### config.mk
export PLATFORM = sky130hd
export DESIGN_NAME = pcint_ctrl
export DESIGN_NICKNAME = d
export VERILOG_FILES = /design/src/rtl/pcint_pkg.sv /design/src/rtl/pcint_pin_sync.sv /design/src/rtl/pcint_ctrl.sv
export SDC_FILE = /design/constraint.sdc
export NUM_CORES = 1
export LEC_CHECK = 0
export ABC_AREA = 1
export BUFFER_PORTS_ARGS = -buffer_cell sky130_fd_sc_hd__buf_4
export CAP_MARGIN = 20
export CORE_ASPECT_RATIO = 0.7
export CORE_UTILIZATION = 44
export DETAILED_ROUTE_END_ITERATION = 16
export GPL_ROUTABILITY_DRIVEN = 0
export GPL_TIMING_DRIVEN = 0
export HOLD_SLACK_MARGIN = 0.08
export PLACE_DENSITY = 0.77
export RECOVER_POWER = 50
export REMOVE_ABC_BUFFERS = 1
export SYNTH_ARGS = -nofsm -noshare
export SYNTH_HDL_FRONTEND = slang
export SYNTH_SLANG_ARGS = --single-unit
### constraint.sdc
create_clock -name mclk -period 1.5 [get_ports mclk]
set_clock_uncertainty 0.15 [all_clocks]
set_input_delay 0.225 -clock mclk [delete_from_list [all_inputs] [get_ports mclk]]
set_output_delay 0.225 -clock mclk [all_outputs]
set_load 0.02 [all_outputs]
### src/rtl/pcint_pkg.sv
package pcint_pkg;

    // Port geometry and register layout.
    localparam int          PCINT_PINS      = 6;
    localparam int          PCINT_REG_W     = 8;
    localparam int          PCINT_ADDR_W    = 8;
    localparam logic [7:0]  RISE_EN_OFS     = 8'h00;
    localparam logic [7:0]  FALL_EN_OFS     = 8'h04;
    localparam logic [7:0]  FLAG_OFS        = 8'h08;
    localparam logic [7:0]  INT_CTRL_OFS    = 8'h0c;
    localparam logic [7:0]  INT_STATUS_OFS  = 8'h10;
    localparam logic [7:0]  INT_CLEAR_OFS   = 8'h14;
    localparam logic [7:0]  INT_ENABLE_OFS  = 8'h18;
    localparam logic [5:0]  PIN_RESET       = 6'h00;
    localparam logic [31:0] WORD_ZERO       = 32'h0000_0000;

    // Bit positions inside the interrupt control register.
    localparam int          MASTER_EN_BIT   = 0;
    localparam int          SUMMARY_BIT     = 1;
    localparam int          WAKE_BIT        = 2;

    // Events of the interrupt status register.
    localparam int          EVT_W           = 2;
    localparam int          EVT_EDGE        = 0;
    localparam int          EVT_WAKE        = 1;
    localparam logic [1:0]  EVT_RESET       = 2'h0;

    // AHB-Lite encodings used by the slave.
    localparam logic [1:0]  HTRANS_NONSEQ   = 2'h2;
    localparam logic [1:0]  HTRANS_SEQ      = 2'h3;

    // Latched address phase of one bus transfer.
    typedef struct packed {
        logic       valid;
        logic       write;
        logic [7:0] addr;
    } pcint_aphase_t;

endpackage : pcint_pkg

### src/rtl/pcint_pin_sync.sv
`timescale 1ns/1ps
// Two-stage synchroniser per pin plus one history stage for edge comparison.
module pcint_pin_sync
    import pcint_pkg::*;
#(
    parameter int WIDTH = PCINT_PINS
) (
    // Clock and reset.
    input  wire logic             mclk,
    input  wire logic             arst_n,
    // Raw pins and results.
    input  wire logic [WIDTH-1:0] pinAsync,
    output logic      [WIDTH-1:0] riseSeen,
    output logic      [WIDTH-1:0] fallSeen
);

    logic [WIDTH-1:0] meta_q;
    logic [WIDTH-1:0] sync_q;
    logic [WIDTH-1:0] prev_q;

    // The history stage reads only the second flop, never the first.
    always_ff @(posedge mclk or negedge arst_n) begin
        if (!arst_n) begin
            meta_q <= '0;
            sync_q <= '0;
            prev_q <= '0;
        end else begin
            meta_q <= pinAsync;
            sync_q <= meta_q;
            prev_q <= sync_q;
        end
    end

    // One-cycle edge pulses per pin.
    genvar g;
    generate
        for (g = 0; g < WIDTH; g++) begin : gEdge
            assign riseSeen[g] = sync_q[g] & ~prev_q[g];
            assign fallSeen[g] = ~sync_q[g] & prev_q[g];
        end
    endgenerate

endmodule : pcint_pin_sync

### src/rtl/pcint_ctrl.sv
// Added by the designer: the AHB-Lite register port and the address map.
`timescale 1ns/1ps
// Functional notes
// - With master enable set, an enabled edge raises a wake request out of sleep.
// - Edges during sleep are flagged in the same cycle as wake is signalled to the core.
// - Rising enable bit 1 arms rising detection on its pin; 0 ignores.
// - Falling enable bit 1 arms falling detection on its pin; 0 ignores.
// - Flag sets on an enabled rising or falling edge of its pin.
// - Any set pin flag also shows in the summary change flag.
// - Flags hold until software writes 0 to them.
// - Bits 7 and 6 of enable and flag registers read zero.
// - All enables and flags clear on every reset.
// - An edge during a flag write leaves that flag set.
// - Detection continues with master enable clear; changeIrq and enabled status events on irqOut still assert, but no wakeReq results.
// - Both enables set detects edges in either direction.
module pcint_ctrl
    import pcint_pkg::*;
#(
    parameter int NPINS = PCINT_PINS
) (
    // Clock and reset.
    input  wire logic        mclk,
    input  wire logic        arst_n,
    // AHB-Lite slave.
    input  wire logic        hsel,
    input  wire logic [31:0] haddr,
    input  wire logic [1:0]  htrans,
    input  wire logic        hwrite,
    input  wire logic [2:0]  hsize,
    input  wire logic [31:0] hwdata,
    input  wire logic        hready,
    output logic      [31:0] hrdata,
    output logic             hreadyout,
    output logic             hresp,
    // Port pins and sleep state.
    input  wire logic [5:0]  portPinN,
    input  wire logic        cpuSleep,
    // Interrupt and wake outputs.
    output logic             changeIrq,
    output logic             wakeReq,
    output logic             irqOut
);

    initial begin
        if (NPINS != PCINT_PINS) $error("pcint_ctrl serves exactly six pins");
    end

    logic [5:0]    riseSeen;
    logic [5:0]    fallSeen;
    logic [5:0]    edgeHit;
    logic [1:0]    sleepSync_q;
    logic          sleepS;
    pcint_aphase_t ap_q, ap_d;
    logic [5:0]    riseEn_q, riseEn_d;
    logic [5:0]    fallEn_q, fallEn_d;
    logic [5:0]    flag_q, flag_d;
    logic          masterEn_q, masterEn_d;
    logic [1:0]    evtStat_q, evtStat_d;
    logic [1:0]    evtEn_q, evtEn_d;
    logic [31:0]   hrdata_q, hrdata_d;
    logic          changeIrq_q, changeIrq_d;
    logic          wakeReq_q, wakeReq_d;
    logic          irqOut_q, irqOut_d;
    logic          wrFire;
    logic [1:0]    evtNow;

    // Pin synchroniser and edge comparison.
    // sync and compare
    pcint_pin_sync #(
        .WIDTH (PCINT_PINS)
    ) uSync (
        .mclk     (mclk),
        .arst_n   (arst_n),
        .pinAsync (portPinN),
        .riseSeen (riseSeen),
        .fallSeen (fallSeen)
    );

    // The sleep level comes from the core's other logic, so it is synchronised too.
    always_ff @(posedge mclk or negedge arst_n) begin
        if (!arst_n) begin
            sleepSync_q <= '0;
        end else begin
            sleepSync_q <= {sleepSync_q[0], cpuSleep};
        end
    end
    assign sleepS = sleepSync_q[1];

    // Enabled edges per pin; detection runs regardless of master enable.
    // rising and falling arm
    assign edgeHit = (riseSeen & riseEn_q) | (fallSeen & fallEn_q);

    // A write lands in the data phase that follows the latched address phase.
    assign wrFire = ap_q.valid & ap_q.write;

    // Bus address phase capture; the slave is always ready, so no wait states.
    always_comb begin
        ap_d = ap_q;
        if (hready) begin
            ap_d.valid = hsel & (htrans == HTRANS_NONSEQ || htrans == HTRANS_SEQ);
            ap_d.write = hwrite;
            ap_d.addr  = haddr[7:0];
        end
    end

    always_ff @(posedge mclk or negedge arst_n) begin
        if (!arst_n) begin
            ap_q <= '0;
        end else begin
            ap_q <= ap_d;
        end
    end

    // Register state: enables, flags, master enable and interrupt event bits.
    always_comb begin
        riseEn_d   = riseEn_q;
        fallEn_d   = fallEn_q;
        flag_d     = flag_q;
        masterEn_d = masterEn_q;
        evtStat_d  = evtStat_q;
        evtEn_d    = evtEn_q;
        evtNow     = EVT_RESET;
        if (wrFire) begin
            case (ap_q.addr)
                RISE_EN_OFS:    riseEn_d   = hwdata[5:0];
                FALL_EN_OFS:    fallEn_d   = hwdata[5:0];
                FLAG_OFS:       flag_d     = hwdata[5:0];
                INT_CTRL_OFS:   masterEn_d = hwdata[MASTER_EN_BIT];
                INT_CLEAR_OFS:  evtStat_d  = evtStat_q & ~hwdata[EVT_W-1:0];
                INT_ENABLE_OFS: evtEn_d    = hwdata[EVT_W-1:0];
                default:        ;
            endcase
        end
        flag_d = flag_d | edgeHit;
        evtNow[EVT_EDGE] = |edgeHit;
        evtNow[EVT_WAKE] = (|edgeHit) & masterEn_q & sleepS;
        // Events win over a clear in the same cycle so none is lost.
        evtStat_d = evtStat_d | evtNow;
    end

    always_ff @(posedge mclk or negedge arst_n) begin
        if (!arst_n) begin
            riseEn_q   <= PIN_RESET;
            fallEn_q   <= PIN_RESET;
            flag_q     <= PIN_RESET;
            masterEn_q <= 1'b0;
            evtStat_q  <= EVT_RESET;
            evtEn_q    <= EVT_RESET;
        end else begin
            riseEn_q   <= riseEn_d;
            fallEn_q   <= fallEn_d;
            flag_q     <= flag_d;
            masterEn_q <= masterEn_d;
            evtStat_q  <= evtStat_d;
            evtEn_q    <= evtEn_d;
        end
    end

    // Read data and outputs, all registered; reads return the state after this cycle's update.
    always_comb begin
        hrdata_d = WORD_ZERO;
        if (hready && hsel && !hwrite && (htrans == HTRANS_NONSEQ || htrans == HTRANS_SEQ)) begin
            case (haddr[7:0])
                RISE_EN_OFS:    hrdata_d[5:0] = riseEn_d;
                FALL_EN_OFS:    hrdata_d[5:0] = fallEn_d;
                FLAG_OFS:       hrdata_d[5:0] = flag_d;
                INT_CTRL_OFS: begin
                    hrdata_d[MASTER_EN_BIT] = masterEn_d;
                    hrdata_d[SUMMARY_BIT]   = |flag_d;
                    hrdata_d[WAKE_BIT]      = masterEn_d & (|flag_d) & sleepS;
                end
                INT_STATUS_OFS: hrdata_d[EVT_W-1:0] = evtStat_d;
                INT_ENABLE_OFS: hrdata_d[EVT_W-1:0] = evtEn_d;
                default:        hrdata_d = WORD_ZERO;
            endcase
        end
        changeIrq_d = |flag_d;
        wakeReq_d   = masterEn_d & (|flag_d) & sleepS;
        irqOut_d    = |(evtStat_d & evtEn_d) | (masterEn_d & (|flag_d));
    end

    always_ff @(posedge mclk or negedge arst_n) begin
        if (!arst_n) begin
            hrdata_q    <= WORD_ZERO;
            changeIrq_q <= 1'b0;
            wakeReq_q   <= 1'b0;
            irqOut_q    <= 1'b0;
        end else begin
            hrdata_q    <= hrdata_d;
            changeIrq_q <= changeIrq_d;
            wakeReq_q   <= wakeReq_d;
            irqOut_q    <= irqOut_d;
        end
    end

    assign hrdata    = hrdata_q;
    assign hreadyout = 1'b1;
    assign hresp     = 1'b0;
    assign changeIrq = changeIrq_q;
    assign wakeReq   = wakeReq_q;
    assign irqOut    = irqOut_q;

endmodule : pcint_ctrl

# After elaboration in Yosys (flattened, before gate mapping)
# Index checks and enable logic that the tools add are counted.
# Widths: inputs -> output; s select.
[totals]
register_bits = 88
inputBits = 81
elab_cells = 94
[classes]
n_eq_ne = 12
n_mux = 16
bitwise = 39
n_reduce_logical = 10
[op_table]
columns = ["op", "n"]
rows = [
  ["$mux 6", 7],
  ["$eq 8x4->1 const B", 4],
  ["$eq 8x5->1 const B", 4],
  ["$and 1x1->1", 18],
  ["$eq 8x3->1 const B", 2],
  ["$logic_not 8->1", 2],
  ["$and 6x6->6", 2],
  ["$not 1->1", 12],
  ["$or 6x6->6", 2],
  ["$pmux 2 s6", 1],
  ["$reduce_or 6->1", 2],
  ["$pmux 3 s3", 1],
  ["$mux 2", 4],
  ["$and 2x2->2", 2],
  ["$eq 2x2->1 const B", 2],
  ["$pmux 1 s4", 1],
  ["$logic_and 1x1->1", 3],
  ["$mux 1", 2],
  ["$not 2->2", 1],
  ["$or 2x2->2", 1],
  ["$reduce_or 2->1", 1],
  ["$logic_not 1->1", 1],
  ["$logic_or 1x1->1", 1],
  ["$or 1x1->1", 1],
]

# Logic depth before layout (Yosys ltp)
# Gate-level depths: netlist of the first run.
[logic_depth]
word_depth = 11
depth_mapped = 11
depth_no_buf = 11

# Hierarchy
# Synthesis of the first run repeated with hierarchy kept, for this count alone.
[unflattened]
cells_unflattened = 347
area_unflattened_um2 = 2986.6
[by_module_without_submodules]
columns = ["mod", "n_inst", "cells_each", "area_each_um2", "seq_area_each_um2"]
rows = [
  ["pcint_ctrl", 1, 305, 2446.1, 1101.1],
  ["pcint_pin_sync", 1, 42, 540.5, 450.4],
]

# Worst setup path before layout of the first run
# Ideal clock, no wire load.
[synth_timing]
path_kind = "flip-flop to flip-flop"
startpoint = "reg ap_q[6] (netlist name)"
endpoint = "reg hrdata_q[1], in the netlist hrdata[1]"
t_arrival_ns = 1.302
setup_slack_ns = -0.080
path_stages_with_launch = 11
synth_period_minus_slack_ns = 1.580
path_cell_list = "dfrtp_1 > inv_2 > nand2_4 > nor2_8 > nand3_4 > nand2_1 > nand3b_1 > nor2_1 > nand3_2 > nand3b_1 > a21oi_1"
[synth_via]
elab_chain_cells = 7
[synth_lines]
columns = ["item", "line_no", "text"]
rows = [
  ["start: declaration", "pcint_ctrl.sv:53", "pcint_aphase_t ap_q, ap_d;"],
  ["start signal: assignment", "pcint_ctrl.sv:110", "ap_q <= ap_d;"],
  ["$eq 8x4->1", "pcint_ctrl.sv:124", "case (ap_q.addr)"],
  ["$mux 6", "pcint_ctrl.sv:124", ""],
  ["$mux 6", "pcint_ctrl.sv:123", "if (wrFire) begin"],
  ["$or 6x6->6", "pcint_ctrl.sv:134", "flag_d = flag_d | edgeHit;"],
  ["via flag_d[4]", "pcint_ctrl.sv:56", "logic [5:0] flag_q, flag_d;"],
  ["$reduce_or 6->1", "-", ""],
  ["via changeIrq_d", "pcint_ctrl.sv:61", "logic changeIrq_q, changeIrq_d;"],
  ["$pmux 2 s6", "pcint_ctrl.sv:163", "case (haddr[7:0])"],
  ["$mux 6", "pcint_ctrl.sv:162", "if (hready && hsel && !hwrite && (htrans == HTRANS_NONSEQ || htrans == HTRANS_SEQ)) begin"],
  ["via hrdata_d[1]", "pcint_ctrl.sv:60", "logic [31:0] hrdata_q, hrdata_d;"],
  ["end signal: assignment", "pcint_ctrl.sv:189", "hrdata_q <= hrdata_d;"],
  ["end: declaration", "pcint_ctrl.sv:60", ""],
]
# The timed path passes the listed nets, and every way through them passes these cells.
# A chain may end at the register's enable or synchronous reset.

# Worst setup path after layout of the first run
[layout_timing]
startpoint = "reg ap_q[3] (netlist name)"
endpoint = "reg hrdata_q[2], in the netlist hrdata[2]"
[layout_via]
elab_chain_cells = 9
[layout_lines]
columns = ["item", "line_no", "text"]
rows = [
  ["$eq 8x4->1", "pcint_ctrl.sv:124", ""],
  ["$mux 6", "pcint_ctrl.sv:124", ""],
  ["$mux 6", "pcint_ctrl.sv:123", ""],
  ["$or 6x6->6", "pcint_ctrl.sv:134", ""],
  ["via flag_d[3]", "pcint_ctrl.sv:56", ""],
  ["$reduce_or 6->1", "-", ""],
  ["via changeIrq_d", "pcint_ctrl.sv:61", ""],
  ["$and 1x1->1 (2 in series)", "pcint_ctrl.sv:170", "hrdata_d[WAKE_BIT] = masterEn_d & (|flag_d) & sleepS;"],
  ["$pmux 1 s4", "pcint_ctrl.sv:163", ""],
  ["$mux 6", "pcint_ctrl.sv:162", ""],
  ["via hrdata_d[2]", "pcint_ctrl.sv:60", ""],
]
# The timed path passes the listed nets, and every way through them passes these cells.

==> results of run 1 <==
==> through the flow <==
step	hold slack, ps	utilization	cells	cell area (sq um)
floorplan	-220.6	-	321	2795
detailed placement	184.7	0.5004	434	3156
global placement	182.7	0.5004	434	3156
finish	137.0	0.6562	507	4138
global route	155.6	0.6562	507	4138
CTS	80.29	0.6294	499	3969
==> worst max-delay path: cells and delay by family (launching register included) <==
family | cells | cell delay (ps)
and+or+nand+nor | 7 | 1000
DFF | 1 | 370
AOI/OAI and AO/OA | 1 | 180
buffers and inverters | 2 | 130
==> path summary, 6_finish.rpt <==
| path | cells after the start | slack [ps] | from | end |
|---|---|---|---|---|
| max in group asynchronous | 2 | 250 | arst_n | ap_q[2]$_DFFE_PN0P_ |
| max | 10 | -420 | ap_q[3]$_DFFE_PN0P_ | hrdata[2]$_DFF_PN0_ |
| max reg2reg | 10 | -420 | ap_q[3]$_DFFE_PN0P_ | hrdata[2]$_DFF_PN0_ |
| min in group asynchronous | 2 | 380 | arst_n | hrdata[0]$_DFF_PN0_ |
| min reg2reg | 0 | 200 | uSync.meta_q[3]$_DFF_PN0_ | uSync.sync_q[3]$_DFF_PN0_ |
| min | 4 | 140 | haddr[2] | hrdata[1]$_DFF_PN0_ |
==> kinds of logic after synthesis <==
kind of cell / synth area share
AND/OR/NAND/NOR: 0.2828
multiplexers: 0.003862
flip-flops: 0.5322
other: 0.002576
buffers and inverters: 0.1219
AO/OA/AOI/OAI: 0.05666
==> cell type report <==
class | count | area, sq um | share of cell area
clock buffer | 11 | 141.4 | 0.03417
clock inverter | 5 | 106.4 | 0.02570
inverter | 36 | 147.6 | 0.03568
multi-input combinational | 223 | 1287 | 0.3112
sequential | 62 | 1553 | 0.3753
tap | 78 | 97.59 | 0.02359
timing repair buffer | 92 | 804.5 | 0.1944
==> cells in the mapped netlist (all sizes together) <==
library cell  count  area (sq um)
nand3b            6         45.04
o31ai             1         7.510
inv              34         127.6
buf              28         210.2
mux2              1         11.26
conb              2         7.510
a21boi            1         7.510
a22oi             1         7.510
nor3              1         16.27
o21ai            19         106.4
a21oi             5         28.78
o21a              1         7.510
clkbuf            2         7.510
and3              1         6.260
nor2             29         155.2
clkinv            2         10.01
nand4             3         18.77
nand3            31         182.7
nor4              2         18.77
nand2b            1         6.260
dfrtp            62          1551
nand2            92         375.4
==> metal layers <==
layer  routed length [microns]  up-vias  global-route usage  part of all wire
li1                          -     1171                   -                 -
met2                      3684       89              0.3449              0.50
met4                        93        0             0.05392             0.013
met1                      3093     1190              0.2742              0.42
met5                         0        -                   0                 0
met3                       561       14             0.08709             0.075
==> layout by cell type, fill, tap and decap left out, drive strengths merged <==
| cell | count |
|---|---|
| a21boi | 1 |
| a21oi | 5 |
| a22oi | 1 |
| and3 | 1 |
| buf | 46 |
| bufinv | 3 |
| clkbuf | 22 |
| clkinv | 2 |
| clkinvlp | 1 |
| conb | 28 |
| dfrtp | 62 |
| dlygate4sd3 | 31 |
| dlymetal6s4s | 4 |
| inv | 35 |
| mux2 | 1 |
| nand2 | 92 |
| nand2b | 1 |
| nand3 | 31 |
| nand3b | 6 |
| nand4 | 3 |
| nor2 | 29 |
| nor3 | 1 |
| nor4 | 2 |
| o21a | 1 |
| o21ai | 19 |
| o31ai | 1 |
==> flip-flops by register name (all words and copies together) (netlist names) <==
name,count
ap_q,10
fallEn_q,6
flag_q,6
hrdata,6
riseEn_q,6
uSync.meta_q,6
uSync.prev_q,6
uSync.sync_q,6
evtEn_q,2
evtStat_q,2
sleepSync_q,2
changeIrq,1
irqOut,1
masterEn_q,1
wakeReq,1
==> what timing repair did <==
action | CTS | global route
endpoints found under the setup margin | 10 | 26
setup buffers | 14 | 10
hold buffers | 35 | 1
hold endpoints to repair | 96 | 1
gates resized for setup | 29 | 41
pin swaps | 23 | 27
==> power by group through the flow <==
| stage | combinational (mW) | sequential, mW | clock [mW] |
|---|---|---|---|
| 2_1_floorplan | 0.261 | 1.85 | 0 |
| 6_report | 0.583 | 1.84 | 1.83 |
| 5_1_grt | 0.636 | 1.85 | 1.94 |
| 3_3_place_gp | 0.401 | 1.85 | 0 |
| 3_5_place_dp | 0.412 | 1.86 | 0 |
| 4_1_cts | 0.537 | 1.83 | 1.85 |
==> impl_metrics.ini, run 1 <==
[outcome]
status = finished with violations
violations = setup timing

[sta]
relSlewSlack = 0.4226
slew_viol_final = 0
tightest_slew_ps = 858.9
fin_setup_tns_ps = -3806
min_period_over_period = 1.279
timing.fmax_mhz = 521.1
setup_violations = 18
rsz0062_at_grt = true
finalCriticalPeriod_ps = 1919
final_hold_viol_count = 0
setup_ws_ps = -419.1

[clocking]
clkSlewWorstSetupHoldPaths_ps = 80
cts.sinks = 62
cts_buffers = 9
cts_max_path_buffers = 2
root_buffer = clkbuf_8
cts_tree = built
clk_latency_ps = 360
htree_levels = 3

[floorplan]
die_y_microns = 70.10
die_width_microns = 99.29
dieArea_sq_mm = 0.006960
core_area_sq_mm = 0.006306
num_rows = 24
initial_core_util = 0.4623
ioPinCount = 118

[synth]
avgSynthCellArea_sq_um = 8.970
ys_seq_area_frac = 0.5322
synth_area_sq_mm = 0.002915
synth_seq_cells = 62
syn_inst = 325
yosysUniqueCellTypes = 34
ys_warn_count = 0

[placement]
dp_hpwl_microns = 4243
port_buffers = 35
pre_cts_slack_ps = -478.0

[power_and_ir_drop]
switching_share = 0.2556
power_density_mw_per_mm2 = 1027
p_total_mw = 4.250
combPwrFrac = 0.137
power_frac_seq = 0.432
switchingPower_mw = 1.086
ir_drop_mv = 0.5129
pwr-share-clk = 0.431
cellLeakagePower_nw = 2.079
power.internal_mw = 3.164

[critical_path]
path_cells = inv_2, nor2_4, inv_2, nor2_4, nand3_1, nand3b_1, nor2_1, nand3_2, nand4_1, a21oi_2
worstPathMaxFanout = 7
crit_required_ps = 1630
cp-start-kind = flip-flop
end_kind = flip-flop
cp.arrival_ps = 2050
critPathMaxStageDelay_ps = 370
crit_path_top_delay_cell = dfrtp_1
crit_type = reg -> reg

[global_route]
track_usage = 0.2160
grt_max_degree = 63
grt_pass1_wl_microns = 11160
grt_overflow_total = 0
grt_pass1_vias = 2383
antenna_found_initial = 0

[layout]
syn2layout_area_growth_pct = 41.93
nets = 505
drive_gt1_frac = 0.3310
n_fill_cell = 500
num_antenna_cells = 0

[hold_path]
hold_class = in -> reg

[detailed_routing]
wl_per_cell_microns = 14.66
ant_nets = 0
avgViaCountPerCell = 4.860
vias = 2464
drtIter0Drc = 126
wirelength_microns = 7433
drc = 0
dr.pass1.iters = 4

[run]
cap_viol_max_count = 0
Note: power is estimated with default switching activity, not from simulation.
==> run 2: changes to the inputs <==
- CORE_UTILIZATION: 44 -> 48
- PLACE_DENSITY: 0.77 -> 0.79
- SLEW_MARGIN: not set -> 30
- clock period: 1.5 -> 1.95 ns (I/O delays scaled with it)
==> impl_metrics.ini, run 2 (synthesis gave the netlist of run 1 again) <==
[outcome]
status = finished clean

[detailed_routing]
vias = 2345
avgViaCountPerCell = 4.926
drc = 0
wirelength_microns = 6420
drtIter0Drc = 155
ant_nets = 0
wl_per_cell_microns = 13.49
dr.pass1.iters = 5

[clocking]
root_buffer = clkbuf_8
cts_tree = built
clkSlewWorstSetupHoldPaths_ps = 70
clk_latency_ps = 350
htree_levels = 3
cts.sinks = 62
cts_buffers = 9
cts_max_path_buffers = 2

[critical_path]
crit_start = ap_q[4]$_DFFE_PN0P_
cp-start-kind = flip-flop
r2r_setup_slack_ps = 100
reg2regPathDepth = 10
reg2reg_to = irqOut$_DFF_PN0_
cp.arrival_ps = 1920
endpoint = irqOut$_DFF_PN0_
crit_type = reg -> reg
r2r-start = ap_q[4]$_DFFE_PN0P_
crit_required_ps = 2020
end_kind = flip-flop
worstPathMaxFanout = 6

[layout]
stdcell_area_sq_mm = 0.003674
top_register = ap_q
syn2layout_area_growth_pct = 26.01
final_cell_mix = nand2_1 (83), dfrtp_1 (62), conb_1 (28)
largest_reg_flops = 10
final_common_cell = nand2_1
nets = 477
num_antenna_cells = 0
drive_gt1_frac = 0.2269

[global_route]
grt_pass1_wl_microns = 10070
grt.busiest_layer = met2
antenna_found_initial = 0
use_met3 = 0.06982
grt_overflow_total = 0
use_met1 = 0.2955
grtUsageMet2 = 0.3339
track_usage = 0.2186
grt_pass1_vias = 2199
grt_max_degree = 63

[placement]
placed_area_sq_mm = 0.003152
port_buffers = 35
pre_cts_slack_ps = -43.57
dp_hpwl_microns = 4279

[sta]
setup_violations = 0
final_hold_viol_count = 0
relSlewSlack = 0.4406
finalCriticalPeriod_ps = 1850
tightest_slew_ps = 839.2
timing.fmax_mhz = 540.4
rsz0062_at_grt = true
setup_ws_ps = 99.52
min_period_over_period = 0.9490
slew_viol_final = 0

[floorplan]
initial_core_util = 0.5040
dieArea_sq_mm = 0.006394
die_y_microns = 67.21
core_area_sq_mm = 0.005784
ioPinCount = 118
num_rows = 23
die_width_microns = 95.15

[power_and_ir_drop]
ir_drop_mv = 0.4727
power_density_mw_per_mm2 = 795.3
cellLeakagePower_nw = 1.793

[hold_path]
hold_class = in -> reg
min_from = hready

[run]
cap_viol_max_count = 0
[run 2: worst max-delay path, stage by stage (launching register included)]
cell and delay (ps):
dfrtp_1 390, inv_2 70, nand2_2 110, nor2_8 170, nand3_4 130, nand2_1 100
nand3_2 100, nor2_2 160, nand3_2 150, nand2_2 100, nand3_1 90
[run 2: worst min path at each step]
stage / depth (start not counted) / endpoint
global route: 2 / ap_q[4]$_DFFE_PN0P_
CTS: 3 / flag_q[0]$_DFF_PN0_
detailed placement: 0 / sleepSync_q[1]$_DFF_PN0_
finish: 2 / ap_q[1]$_DFFE_PN0P_
global placement: 0 / uSync.sync_q[5]$_DFF_PN0_
floorplan: 0 / ap_q[0]$_DFFE_PN0P_
[run 2: where the power goes]
part | switching (mW) | leakage [nW] | internal (mW)
combinational | 0.240 | 1.01 | 0.130
sequential | 0.0439 | 0.680 | 1.36
clock | 0.542 | 0.100 | 0.604
[run 2: timing repair]
item | 4_1_cts | 5_1_grt
endpoints found under the setup margin | 0 | 6
endpoints found under the hold margin | 89 | 0
hold buffers | 24 | 0
buffers inserted | 0 | 5
gates resized for setup | 0 | 19
[run 2: metrics by stage]
step	util	std cells	setup TNS [ps]	power [mW]	hold WS (ps)
final	0.6351	476	0	2.922	120.2
after global routing	0.6351	476	-107.2	3.048	135.6
after CTS	0.6219	471	0	2.926	101.3
after detailed placement	0.5449	431	-43.57	1.745	185.5
after global placement	0.5449	431	-4.505	1.733	181.3
after floorplan	-	321	0	1.620	-153.1
[run 2: metal layers]
layer	wire length, microns	up-vias
met3	580	11
met5	0	-
met4	84	0
met2	2895	104
met1	2859	1110
li1	-	1120
[run 2: layout make-up]
type                       count  area (sq um)
multi-input combinational    223          1184
inverter                      36         138.9
clock buffer                   9         123.9
timing repair buffer          64         500.5
sequential                    62          1551
clock inverter                 7         81.33
fill                         498          2111
tap                           75         93.84
